## config.mk

```make
export PLATFORM = sky130hd
export DESIGN_NAME = frm_read_mode
export DESIGN_NICKNAME = d
export VERILOG_FILES = /design/src/frm_pkg.sv /design/src/frm_read_mode.sv
export VERILOG_INCLUDE_DIRS = /design/src
export SDC_FILE = /design/constraint.sdc
export NUM_CORES = 1
export LEC_CHECK = 0
export ABC_AREA = 1
export BUFFER_PORTS_ARGS = -buffer_cell sky130_fd_sc_hd__buf_4
export CORE_UTILIZATION = 45
export CTS_CLUSTER_SIZE = 24
export DETAILED_ROUTE_END_ITERATION = 8
export GPL_TIMING_DRIVEN = 0
export PLACE_DENSITY_LB_ADDON = 0.05
export SLEW_MARGIN = 20
export SYNTH_ARGS = -nofsm -noshare
export SYNTH_HDL_FRONTEND = slang
export SYNTH_SLANG_ARGS = --single-unit
```

## constraint.sdc

```tcl
create_clock -name clk_sys -period 1.6 [get_ports clk_sys]
set_input_delay 0 -clock clk_sys [delete_from_list [all_inputs] [get_ports clk_sys]]
set_output_delay 0 -clock clk_sys [all_outputs]
set_load 0.01 [all_outputs]
```

## src/frm_defines.svh

```systemverilog
// Constants for the flash read-mode and drive-strength command logic
`ifndef FRM_DEFINES_SVH
`define FRM_DEFINES_SVH

// Bus command codes
`define FRM_CMD_READ_ARRAY   16'h00FF
`define FRM_CMD_READ_STATUS  16'h0070
`define FRM_CMD_READ_IDENT   16'h0090
`define FRM_CMD_READ_QUERY   16'h0098
`define FRM_CMD_CFG_SETUP    16'h0060
`define FRM_CMD_DRIVE_CONF   16'h0004
`define FRM_CMD_RBC_CONF     16'h0003

// Identification-space offsets from the partition base
`define FRM_ID_MAKER         8'h00
`define FRM_ID_PART          8'h01
`define FRM_ID_RBC           8'h05
`define FRM_ID_DRIVE         8'h06

// Register layout and reset values
`define FRM_DRIVE_RESET      16'h0004
`define FRM_DRIVE_CODE_MSB   2
`define FRM_DRIVE_CODE_LSB   0
`define FRM_DRIVE_CODE_MIN   3'h1
`define FRM_DRIVE_CODE_MAX   3'h6
`define FRM_RBC_RESET        16'h8000

`endif

```

## src/frm_pkg.sv

```systemverilog
// Types for the flash read-mode and drive-strength command logic
package frm_pkg;

  // Per-partition read mode
  typedef enum logic [1:0] {
    FRM_ARRAY  = 2'h0,
    FRM_STATUS = 2'h1,
    FRM_IDENT  = 2'h3,
    FRM_QUERY  = 2'h2
  } frm_mode_t;

  // Command interpreter sequence state
  typedef enum logic [1:0] {
    FRM_IDLE      = 2'h0,
    FRM_DRV_WAIT  = 2'h1,
    FRM_RBC_WAIT  = 2'h3
  } frm_seq_t;

  // One bus write from the host
  typedef struct packed {
    logic        valid;
    logic [2:0]  part;
    logic [15:0] addr;
    logic [15:0] data;
  } frm_wr_t;

  // Read answer
  typedef struct packed {
    logic [15:0] data;
    logic        valid;
  } frm_rd_t;

endpackage

```

## src/frm_read_mode.sv

```systemverilog
// Per-partition read-mode command logic with drive-strength register
`timescale 1ns/100ps
`include "frm_defines.svh"

module frm_read_mode #(
  parameter int NPART = 8,
  parameter logic [15:0] MAKER_CODE = 16'h00A5, // Arbitrary value
  parameter logic [15:0] PART_CODE  = 16'h5A5A  // Arbitrary value
) (
  // Clock and reset
  input  wire logic                 clk_sys,
  input  wire logic                 rst,
  // Host write port
  input  wire frm_pkg::frm_wr_t     hostWr,
  // Host read request
  input  wire logic                 rdReq,
  input  wire logic [2:0]           rdPart,
  input  wire logic [15:0]          rdAddr,
  // Data sources from the rest of the device
  input  wire logic [15:0]          arrayData,
  input  wire logic [15:0]          statusData,
  input  wire logic [15:0]          queryData,
  input  wire logic [15:0]          identAuxData,
  input  wire logic [NPART-1:0]     partBusy,
  input  wire logic [NPART-1:0]     opStart,
  input  wire logic [NPART-1:0]     lockSetup,
  input  wire logic [NPART-1:0]     opResume,
  input  wire logic                 protectSupplyLow,
  // Read answer and configuration outputs
  output frm_pkg::frm_rd_t          rdOut,
  output logic [2:0]                driveCode,
  output logic [15:0]               readBehaviourCfg
);

  // Whole module state
  typedef struct packed {
    frm_pkg::frm_mode_t [NPART-1:0] mode;
    frm_pkg::frm_seq_t              seq;
    logic [15:0]                    driveCfg;
    logic [15:0]                    rbcCfg;
    frm_pkg::frm_rd_t               rd;
  } frm_state_t;

  frm_state_t st_reg;
  frm_state_t st_next;

  // Ident-space lookup, used by every ident-mode read
  function automatic logic [15:0] identWord(
    input logic [15:0] off,
    input logic [15:0] drv,
    input logic [15:0] rbc,
    input logic [15:0] aux
  );
    logic [15:0] r;
    r = aux; // Lock, OTP and other device info from outside
    case (off[7:0])
      `FRM_ID_MAKER: r = MAKER_CODE;
      `FRM_ID_PART:  r = PART_CODE;
      `FRM_ID_RBC:   r = rbc;
      `FRM_ID_DRIVE: r = drv;
      default:       r = aux;
    endcase
    if (off[15:8] != 8'h00) begin
      r = aux;
    end
    return r;
  endfunction

  // Next-state logic
  always_comb begin
    logic [15:0] d;
    logic [2:0]  p;
    d = hostWr.data;
    p = hostWr.part;
    st_next = st_reg;
    st_next.rd.valid = 1'b0;
    // Engine events move partitions to status mode first
    for (int i = 0; i < NPART; i++) begin
      if (opStart[i] || lockSetup[i] || opResume[i]) begin
        st_next.mode[i] = frm_pkg::FRM_STATUS;
      end
    end
    // Host command; protect supply deliberately not consulted
    if (hostWr.valid) begin
      case (st_reg.seq)
        frm_pkg::FRM_DRV_WAIT, frm_pkg::FRM_RBC_WAIT: begin
          st_next.seq = frm_pkg::FRM_IDLE;
          // One setup code serves both registers; confirm picks one
          if (d == `FRM_CMD_DRIVE_CONF) begin
            st_next.driveCfg = hostWr.addr;
            st_next.mode[p] = frm_pkg::FRM_ARRAY;
          end else if (d == `FRM_CMD_RBC_CONF) begin
            st_next.rbcCfg = hostWr.addr;
            st_next.mode[p] = frm_pkg::FRM_ARRAY;
          end else begin
            // Bad confirm: abandon, report status
            st_next.mode[p] = frm_pkg::FRM_STATUS;
          end
        end
        default: begin
          // Only the addressed partition changes
          case (d)
            `FRM_CMD_READ_ARRAY:  st_next.mode[p] = frm_pkg::FRM_ARRAY;
            `FRM_CMD_READ_STATUS: st_next.mode[p] = frm_pkg::FRM_STATUS;
            `FRM_CMD_READ_IDENT:  st_next.mode[p] = frm_pkg::FRM_IDENT;
            `FRM_CMD_READ_QUERY:  st_next.mode[p] = frm_pkg::FRM_QUERY;
            `FRM_CMD_CFG_SETUP: begin
              st_next.mode[p] = frm_pkg::FRM_STATUS;
              // Confirm code picks the target register
              st_next.seq = frm_pkg::FRM_DRV_WAIT;
            end
            default: st_next.seq = frm_pkg::FRM_IDLE;
          endcase
        end
      endcase
    end
    // Read data source follows the partition mode
    if (rdReq) begin
      st_next.rd.valid = 1'b1;
      case (st_reg.mode[rdPart])
        frm_pkg::FRM_ARRAY: begin
          // Busy partition: data not valid until operation ends
          st_next.rd.data  = arrayData;
          st_next.rd.valid = !partBusy[rdPart];
        end
        frm_pkg::FRM_STATUS: st_next.rd.data = statusData;
        frm_pkg::FRM_IDENT: begin
          st_next.rd.data  = identWord(rdAddr, st_reg.driveCfg,
                                       st_reg.rbcCfg, identAuxData);
          st_next.rd.valid = !partBusy[rdPart];
        end
        frm_pkg::FRM_QUERY: begin
          st_next.rd.data  = queryData;
          st_next.rd.valid = !partBusy[rdPart];
        end
        default: st_next.rd.data = 16'h0000;
      endcase
    end
  end

  // State register, synchronous reset
  always_ff @(posedge clk_sys) begin
    if (rst) begin
      for (int i = 0; i < NPART; i++) begin
        st_reg.mode[i] <= frm_pkg::FRM_ARRAY;
      end
      st_reg.seq      <= frm_pkg::FRM_IDLE;
      st_reg.driveCfg <= `FRM_DRIVE_RESET;
      st_reg.rbcCfg   <= `FRM_RBC_RESET;
      st_reg.rd       <= '0;
    end else begin
      st_reg <= st_next;
    end
  end

  // Outputs straight from state flops
  assign rdOut            = st_reg.rd;
  // Reserved codes are kept as written; the pad logic must tolerate them
  assign driveCode        =
    st_reg.driveCfg[`FRM_DRIVE_CODE_MSB:`FRM_DRIVE_CODE_LSB];
  assign readBehaviourCfg = st_reg.rbcCfg;
endmodule

```

==> impl_metrics.yaml, run 1 <==
outcome:
  status: "complete, no violations"
clocking:
  cts_tree: "yes"
  root_buffer: "clkbuf_8"
  cts_buffers: 9
  clock_latency_ns: 0.36
  clock-sinks: 66
  path_clk_slew_ns: 0.09
  htreeDepth: 3
  clock_path_buffers: 2
yosys:
  ys.flop_type: "dfxtp_1"
  synthMuxAreaShare_pct: 0
  synth_most_common_cell: "nand2_1"
  netlist_top_cells_count: "nand2_1 (196), inv_1 (115), nor2_1 (102)"
  synth_area_leaders: "dfxtp_1 (27%), nand2_1 (15%), inv_1 (8.7%)"
  synth-xor-area-share_pct: 0
  synth-seq-area-share_pct: 26.6
  synth_top_family_by_area: "simple AND/OR/NAND/NOR gates"
  syn_avg_cell_area_um2: 6.08
  synth_compound_area_share_pct: 12.0
  synth_top_area_cell: "dfxtp_1"
  yosys_warnings: 0
  ys_types: 34
  synthSimpleGateAreaFrac_pct: 42.4
  synth-edff-count: 0
  synth-async-reset-ratio_pct: 0
  synth-seq-cells: 66
  postSynthCellCount: 816
  synth_top_area_share_pct: 26.6
  syn-num-nets: 971
  syn_area_um2: 4960
  yosys.area_share.adder_pct: 0
sta:
  maxSlewViolCount: 0
  setup_viol: 0
  clock_skew_ns: 0.0148
  slew-limit-headroom_pct: 48.6
  period_needed_ns: 1.54
  final.setup.worst_slack_ns: 0.0577
  worst_pin_slew_ns: 0.771
  min_period_over_period_pct: 96.4
  hold_viol: 0
  fmaxAchievable_mhz: 648
  rsz0062_at_grt: "yes"
pwr:
  leakage_uw: 0.00388
  ir_drop_uv: 337
  p_total_uw: 4420
  pwr_density_cell_nw_per_um2: 604
grt:
  grt_first_pass_wirelength_um: 23700
  grt_usage_pct: 26.4
  antenna_found_initial: 0
  overflow: 0
  grt-busiest-layer: "met2"
  met2_usage_pct: 46.7
  use_met1_pct: 32.6
  grt_start_max_net_pins: 13
  grt_pass1_vias: 5117
  gr-usage-met3_pct: 5.17
drt:
  ant_nets: 0
  drtPass1Iterations: 5
  drt-total-wl_um: 15300
  num_vias: 5696
  wl_per_cell_um: 12.8
  drc: 0
  drt-initial-drc-count: 309
  viasPerCell: 4.75
place:
  placedInstanceArea_um2: 6530
  gp_congestion: 0.894
  hpwl_um: 11600
  port_buffers: 186
  place_worst_setup_slack_ns: -0.0376
worst_setup_path:
  crit_family: "simple AND/OR/NAND/NOR gates"
  critPathLaunchType: "register"
  path_buf_inv: 3
  cp.required_ns: 1.82
  cpMostUsedCell: "nand2_1"
  slowest_delay_ns: 0.32
  crit_chain: "inv_2 -> nand2_1 -> nand3_2 -> nand3_2 -> nand2_4 -> buf_8 -> clkbuf_16 -> nand2_2 -> nand2_1 -> nor2_1 -> nand2_1 -> nand2_1 -> a21oi_2"
  worstSetupPathType: "reg2reg"
  path_max_fanout: 6
  cp-end-kind: "register"
  cpMaxStageDelayCell: "dfxtp_1"
  worstPathArrival_ns: 1.76
finish:
  multi_input_area_um2: 2760
  area_growth_pct: 47.4
  fill_cells: 982
  n_antenna_cell: 0
  seq_area_um2: 1330
  final_layout_size_suffix_gt1_share_pct: 34.4
  final_cell_area_um2: 7310
  largest_reg_flops: 30
  fin_nets: 1213
floorplanning:
  start_util_pct: 47.2
  die_y_um: 107
  ioPinCount: 191
  core_um2: 10500
  num_rows: 37
  die-width_um: 107
  dieArea_um2: 11400
flow_run:
  maxCapViolCount: 0
min_path:
  hold_path.class: "in2reg"
tightest hold or removal path, stage by stage:
cell and delay [ns]:
buf_4 0.08, o21ai_1 0.06, inv_1 0.04, nand2_1 0.05, a21oi_2 0.10
metrics by stage:
stage               TNS [ns]  cells  hold WS (ns)  utilization [%]
finish                     0   1199      0.000795             69.6
CTS                        0   1191     0.0000288             67.6
global route          -0.231   1199        0.0121             69.6
global placement     -0.0241   1138         0.228             62.1
detailed placement    -0.174   1138         0.231             62.1
floorplan                  0    816         0.126                -
worst paths after layout:
kind / startpoint / endpoint / slack [ns] / cells after the start
setup / recovery: st_reg[66] / rdOut[14] / 0.06 / 13
setup reg to reg: st_reg[66] / rdOut[14] / 0.06 / 13
hold / removal: arrayData[15] / rdOut[16] / 0.0008 / 5
hold reg to reg: rdOut[2] / rdOut[2] / 0.47 / 2
layout by cell type, fill, tap and decap left out, types with 2 or more instances in the layout:
cell           Yosys  layout
dfxtp_1           66      59
nor2_4             5       5
nor4_1            17      17
clkinv_2           0       2
buf_8              1       4
o21ai_2            1       2
nand3_1           75      73
a21oi_2           15      15
o21ai_0           13      11
clkbuf_1          14      14
o22ai_1            2       2
nor2_1           102      98
a21oi_1           26      26
buf_6              7       5
nor2_2            19      23
nor3_1            11      11
clkbuf_16          0       3
nor2_8             2       2
nand3_2            7       9
nand2_1          196     182
inv_1            115     109
dlygate4sd3_1      0      37
dfxtp_2            0       7
clkbuf_8           0      10
buf_2              7       7
nand2_4            6       7
o21ai_1           48      49
nand2_2            3      16
buf_4             38     227
inv_2              7      14
nand4_1            4       4
report_power, final:
group | switching (uW) | leakage (uW) | internal [uW]
Combinational | 582 | 0.00324 | 652
Sequential | 29.0 | 0.000540 | 1690
Clock | 695 | 0.000103 | 765
Total | 1310 | 0.00388 | 3110
final cells by class:
type	instances	share of cell area (%)
repair buffers	231	25.8
multi-input cells	557	37.7
plain buffers	68	6.76
flip-flops and latches	66	18.2
clock buffers	10	1.88
well taps	136	2.33
clock inverters	6	0.890
inverters	125	6.45
cells by family (layout without fill, tap and decap cells):
kind of cell / after synthesis / in the layout
and+or+nand+nor: 451 / 451
DFF: 66 / 66
buffers and inverters: 193 / 440
AOI/OAI and AO/OA: 106 / 106
metal layers:
layer	wire, um	up-vias
met2	7430	190
met3	1030	19
met4	238	0
met5	0	-
met1	6600	2474
li1	-	3013
repair_timing:
action	4_1_cts	5_1_grt
setup buffers	0	5
pin swaps	1	33
hold endpoints to repair	45	0
hold buffers	37	0
resized for setup	0	45
cloned	0	3
endpoints found under the setup margin	1	16
(Power assumes the default switching activity.)
==> run 2: changes to the inputs <==
Settings changed: HOLD_SLACK_MARGIN from default to 0.15.
==> run 2 against run 1 <==
The flow now finishes with violations (negative setup slack). Global-route usage up 3.7 points. Combinational power increased by 26%. Fmax fell by 6.1%. Worst setup slack got worse by 0.10 ns. Clock skew is 0.0013 ns lower. Register-to-register slack worse by 0.10 ns. Via count grew 14%. Routed wire length up 24%. Sequential power about the same. Flip-flop and latch count unchanged. Critical path type unchanged. Critical endpoint is now rdOut[3]. Highest routed layer unchanged.
==> impl_metrics.yaml, run 2 (synthesis results as in run 1) <==
sta:
  min_period_over_period_pct: 103
  rsz0062_at_grt: "yes"
  final.setup.worst_slack_ns: -0.0418
  worst_pin_slew_ns: 0.771
  slew-limit-headroom_pct: 48.6
  hold_slack_ns: 0.127
  setup_viol: 5
  maxSlewViolCount: 0
  period_needed_ns: 1.64
  clock_skew_ns: 0.0135
  fmaxAchievable_mhz: 609
  hold_viol: 0
place:
  gp_congestion: 0.894
  place_worst_setup_slack_ns: -0.0376
  hpwl_um: 11600
  port_buffers: 186
  placedInstanceArea_um2: 6530
pwr:
  p_total_uw: 4750
  pwr_density_cell_nw_per_um2: 566
  leakage_uw: 0.00433
  ir_drop_uv: 377
worst_setup_path:
  path_buf_inv: 3
  worstSetupPathType: "reg2reg"
  r2r-end: "rdOut[3]"
  r2r_slack_ns: -0.04
  critPathLaunchType: "register"
  startpoint: "st_reg[58]"
  cp-end-kind: "register"
  cpMostUsedCell: "nand2_1"
  r2r_cells: 13
  worstPathArrival_ns: 1.85
  cp.depth: 13
  cpMaxStageDelayCell: "dfxtp_2"
  path_max_fanout: 5
  cp.required_ns: 1.81
  crit_chain: "inv_2 -> nand2_2 -> nand3_2 -> nand3_2 -> nand2_4 -> buf_12 -> nand2_8 -> clkbuf_16 -> nand2_1 -> nor2_2 -> nand2_1 -> nand2_1 -> a21oi_2"
  critical_path.endpoint: "rdOut[3]"
  crit_family: "simple AND/OR/NAND/NOR gates"
  slowest_delay_ns: 0.33
  r2r-start: "st_reg[58]"
clocking:
  clock_latency_ns: 0.36
  clock_path_buffers: 2
  path_clk_slew_ns: 0.08
  clock-sinks: 66
  cts_tree: "yes"
  cts_buffers: 9
  root_buffer: "clkbuf_8"
  htreeDepth: 3
grt:
  grt_pass1_vias: 6013
  use_met1_pct: 35.3
  antenna_found_initial: 0
  grt-busiest-layer: "met2"
  met2_usage_pct: 53.6
  grt_start_max_net_pins: 13
  grt_usage_pct: 30.1
  grt_first_pass_wirelength_um: 27300
  gr-usage-met3_pct: 5.05
  overflow: 0
drt:
  drt-total-wl_um: 19000
  num_vias: 6474
  viasPerCell: 5.03
  drt-initial-drc-count: 437
  drtPass1Iterations: 5
  drc: 0
  ant_nets: 0
  wl_per_cell_um: 14.8
floorplanning:
  dieArea_um2: 11400
  start_util_pct: 47.2
  ioPinCount: 191
  die_y_um: 107
  core_um2: 10500
  die-width_um: 107
  num_rows: 37
min_path:
  hold_depth: 7
  hold_path.class: "in2reg"
  min_from: "identAuxData[15]"
finish:
  fin_nets: 1300
  area_growth_pct: 69.2
  multi_input_area_um2: 2930
  layout_common_cells: "buf_4 (226), nand2_1 (182), dlygate4sd3_1 (119), inv_1 (113), nor2_1 (91)"
  seq_area_um2: 1330
  fill_cells: 764
  final_layout_size_suffix_gt1_share_pct: 34.2
  final_common_cell: "buf_4"
  largest_reg_flops: 30
  final_cell_area_um2: 8390
outcome:
  status: "finished with violations"
  violations: "negative setup slack"
flow_run:
  maxCapViolCount: 0
## run 2: worst reg2reg max path: cells and delay by family, from the launching register on
family,cells,cell delay (ns)
and+or+nand+nor,9,0.77
buffers and inverters,3,0.35
DFF,1,0.33
AOI/OAI and AO/OA,1,0.05
## run 2: metal layers
metal	part of all wire, %	up-vias
li1	-	3193
met1	39	2912
met2	50	301
met3	6.5	68
met4	4.5	0
met5	0	-
## run 2: final cells by class
class	instances	area share, %
Antenna cell	1	0.0298
Buffer	68	6.01
Clock buffer	10	1.64
Clock inverter	6	0.775
Inverter	125	5.62
Multi-Input combinational cell	557	34.9
Sequential cell	66	15.8
Tap cell	136	2.03
Timing Repair Buffer	318	33.1
## run 2: worst min path at each step
stage / slack [ns] / to
after floorplan: 0.13 / driveCode[2]
after global placement: 0.23 / driveCode[2]
after detailed placement: 0.23 / driveCode[2]
after CTS: 0.15 / rdOut[16]
after global routing: 0.15 / rdOut[16]
final: 0.13 / rdOut[16]
## run 2: repair_timing
item,CTS,global route
pin swaps,1,57
setup endpoints to repair,1,38
setup buffers,0,8
gates resized for setup,0,86
gates cloned,0,4
hold buffers,122,0
hold endpoints to repair,66,0
## run 2: power by group
group | internal, uW | total [uW] | switching [uW]
Clock | 765 | 1470 | 705
Sequential | 1690 | 1730 | 32.4
Combinational | 827 | 1550 | 723
## run 2: stage by stage
step / utilization [%] / cells / setup TNS (ns)
2_1_floorplan: - / 816 / 0
3_3_place_gp: 62.1 / 1138 / -0.0241
3_5_place_dp: 62.1 / 1138 / -0.174
4_1_cts: 75.7 / 1276 / 0
5_1_grt: 79.8 / 1286 / -1.14
6_report: 79.8 / 1287 / -0.149
==> run 3: changes to the inputs <==
Settings changed: SETUP_SLACK_MARGIN from default to 0.2.
==> run 3 against run 2 <==
The run now ends clean. Core utilization fell by 2.5 points. Global-route usage down 0.22 points. Sequential power about the same. Critical path type unchanged. Die area did not move. Clock-buffer cell count unchanged. Cell count down 0.85%. Power shrank 2.3%. Clock power about the same. Register-to-register slack better by 0.07 ns. Critical path depth shrank 2. First-iteration DRC count is 12% lower. Worst setup slack better by 0.068 ns.
==> impl_metrics.yaml, run 3 (synthesis results as in run 1) <==
outcome:
  status: "complete, no violations"
sta:
  clock_skew_ns: 0.0122
  slew-limit-headroom_pct: 50.7
  min_period_over_period_pct: 98.4
  setup_viol: 0
  setup_tns_ns: 0
  final.setup.worst_slack_ns: 0.0264
  period_needed_ns: 1.57
  fmaxAchievable_mhz: 635
  maxSlewViolCount: 0
  hold_viol: 0
  worst_pin_slew_ns: 0.739
  rsz0062_at_grt: "yes"
clocking:
  cts_tree: "yes"
  path_clk_slew_ns: 0.08
  cts_buffers: 9
  clock_path_buffers: 2
  clock_latency_ns: 0.35
  clock-sinks: 66
  root_buffer: "clkbuf_8"
  htreeDepth: 3
worst_setup_path:
  path_max_fanout: 5
  worstPathArrival_ns: 1.78
  worstSetupPathType: "reg2reg"
  cp-end-kind: "register"
  cp.required_ns: 1.81
  critPathLaunchType: "register"
grt:
  grt_start_max_net_pins: 13
  antenna_found_initial: 0
  overflow: 0
  grt_usage_pct: 29.8
  grt_pass1_vias: 5867
  grt_first_pass_wirelength_um: 27000
floorplanning:
  core_um2: 10500
  num_rows: 37
  start_util_pct: 47.2
  die-width_um: 107
  ioPinCount: 191
  dieArea_um2: 11400
  die_y_um: 107
pwr:
  leakage_uw: 0.00419
  power_switching_uw: 1400
  p_seq_share_pct: 37.2
  swShare_pct: 30.1
  pwr_density_cell_nw_per_um2: 571
  power.internal_uw: 3240
  clkPwrFrac_pct: 31.5
  combPwrFrac_pct: 31.3
  ir_drop_uv: 365
finish:
  area_growth_pct: 63.9
  final_layout_size_suffix_gt1_share_pct: 33.9
  final_util_pct: 77.4
  fin_nets: 1289
  layout_common_cells: "buf_4 (233), nand2_1 (189), inv_1 (112), dlygate4sd3_1 (106), nor2_1 (96)"
  final_common_cell: "buf_4"
  largest_reg_flops: 30
  final_cells: 1276
drt:
  drc: 0
  num_vias: 6295
  viasPerCell: 4.93
  wl_per_cell_um: 13.8
  drt-initial-drc-count: 386
  drt-total-wl_um: 17700
  ant_nets: 0
  drtPass1Iterations: 5
place:
  place_worst_setup_slack_ns: -0.0376
  port_buffers: 186
  hpwl_um: 11600
  gp_congestion: 0.894
  dpl.cell_count: 1138
flow_run:
  maxCapViolCount: 0
min_path:
  hold_path.class: "in2reg"
run 3: timing repair:
item                                    CTS  global route
hold endpoints to repair                 66             0
pin swaps                                21            24
resized for setup                        23            52
buffers inserted                          6             4
hold buffers                            109             0
endpoints found under the setup margin   30            52
gates cloned                              3             2
run 3: per-layer routing:
metal | global-route usage (%) | vias up | share of wire [%]
li1 | - | 3165 | -
met1 | 35.9 | 2813 | 41
met2 | 52.9 | 274 | 49
met3 | 5.23 | 43 | 6.8
met4 | 11.1 | 0 | 2.9
met5 | 0 | - | 0
run 3: area by class of cell:
class	count	area [um2]
multi-input combinational	557	2840
timing repair buffer	307	2610
fill	829	2380
sequential	66	1330
buffer	68	503
inverter	125	473
tap	136	170
clock buffer	10	138
clock inverter	6	65.1
antenna	1	2.50
run 3: power by group through the flow:
stage / Clock [uW] / Sequential (uW) / Combinational (uW)
detailed placement: 0 / 1760 / 1080
floorplan: 0 / 1750 / 587
finish: 1460 / 1730 / 1450
CTS: 1480 / 1720 / 1330
global placement: 0 / 1760 / 1070
global route: 1550 / 1730 / 1570
run 3: per-stage QoR:
stage / cell area, um2 / hold slack (ns) / power, uW
2_1_floorplan: 4960 / 0.126 / 2340
3_3_place_gp: 6530 / 0.228 / 2830
3_5_place_dp: 6530 / 0.231 / 2840
4_1_cts: 7940 / 0.148 / 4530
5_1_grt: 8130 / 0.162 / 4850
6_report: 8130 / 0.129 / 4640
run 3: path summary, 6_finish.rpt:
kind	end	depth (start not counted)	startpoint	slack [ns]
setup / recovery	rdOut[4]	11	st_reg[55]	0.03
hold / removal	rdOut[16]	7	identAuxData[15]	0.13
setup reg to reg	rdOut[4]	11	st_reg[55]	0.03
hold reg to reg	rdOut[2]	2	rdOut[2]	0.47
run 3: worst max-delay path, stage by stage (launching register included):
cell       delay (ns)
dfxtp_2          0.33
inv_1            0.07
nand2_1          0.06
nand3_1          0.08
nand3_2          0.10
nand2_4          0.17
nand2_8          0.10
clkbuf_16        0.17
o21ai_2          0.14
inv_1            0.07
nand2_1          0.09
a21oi_2          0.05
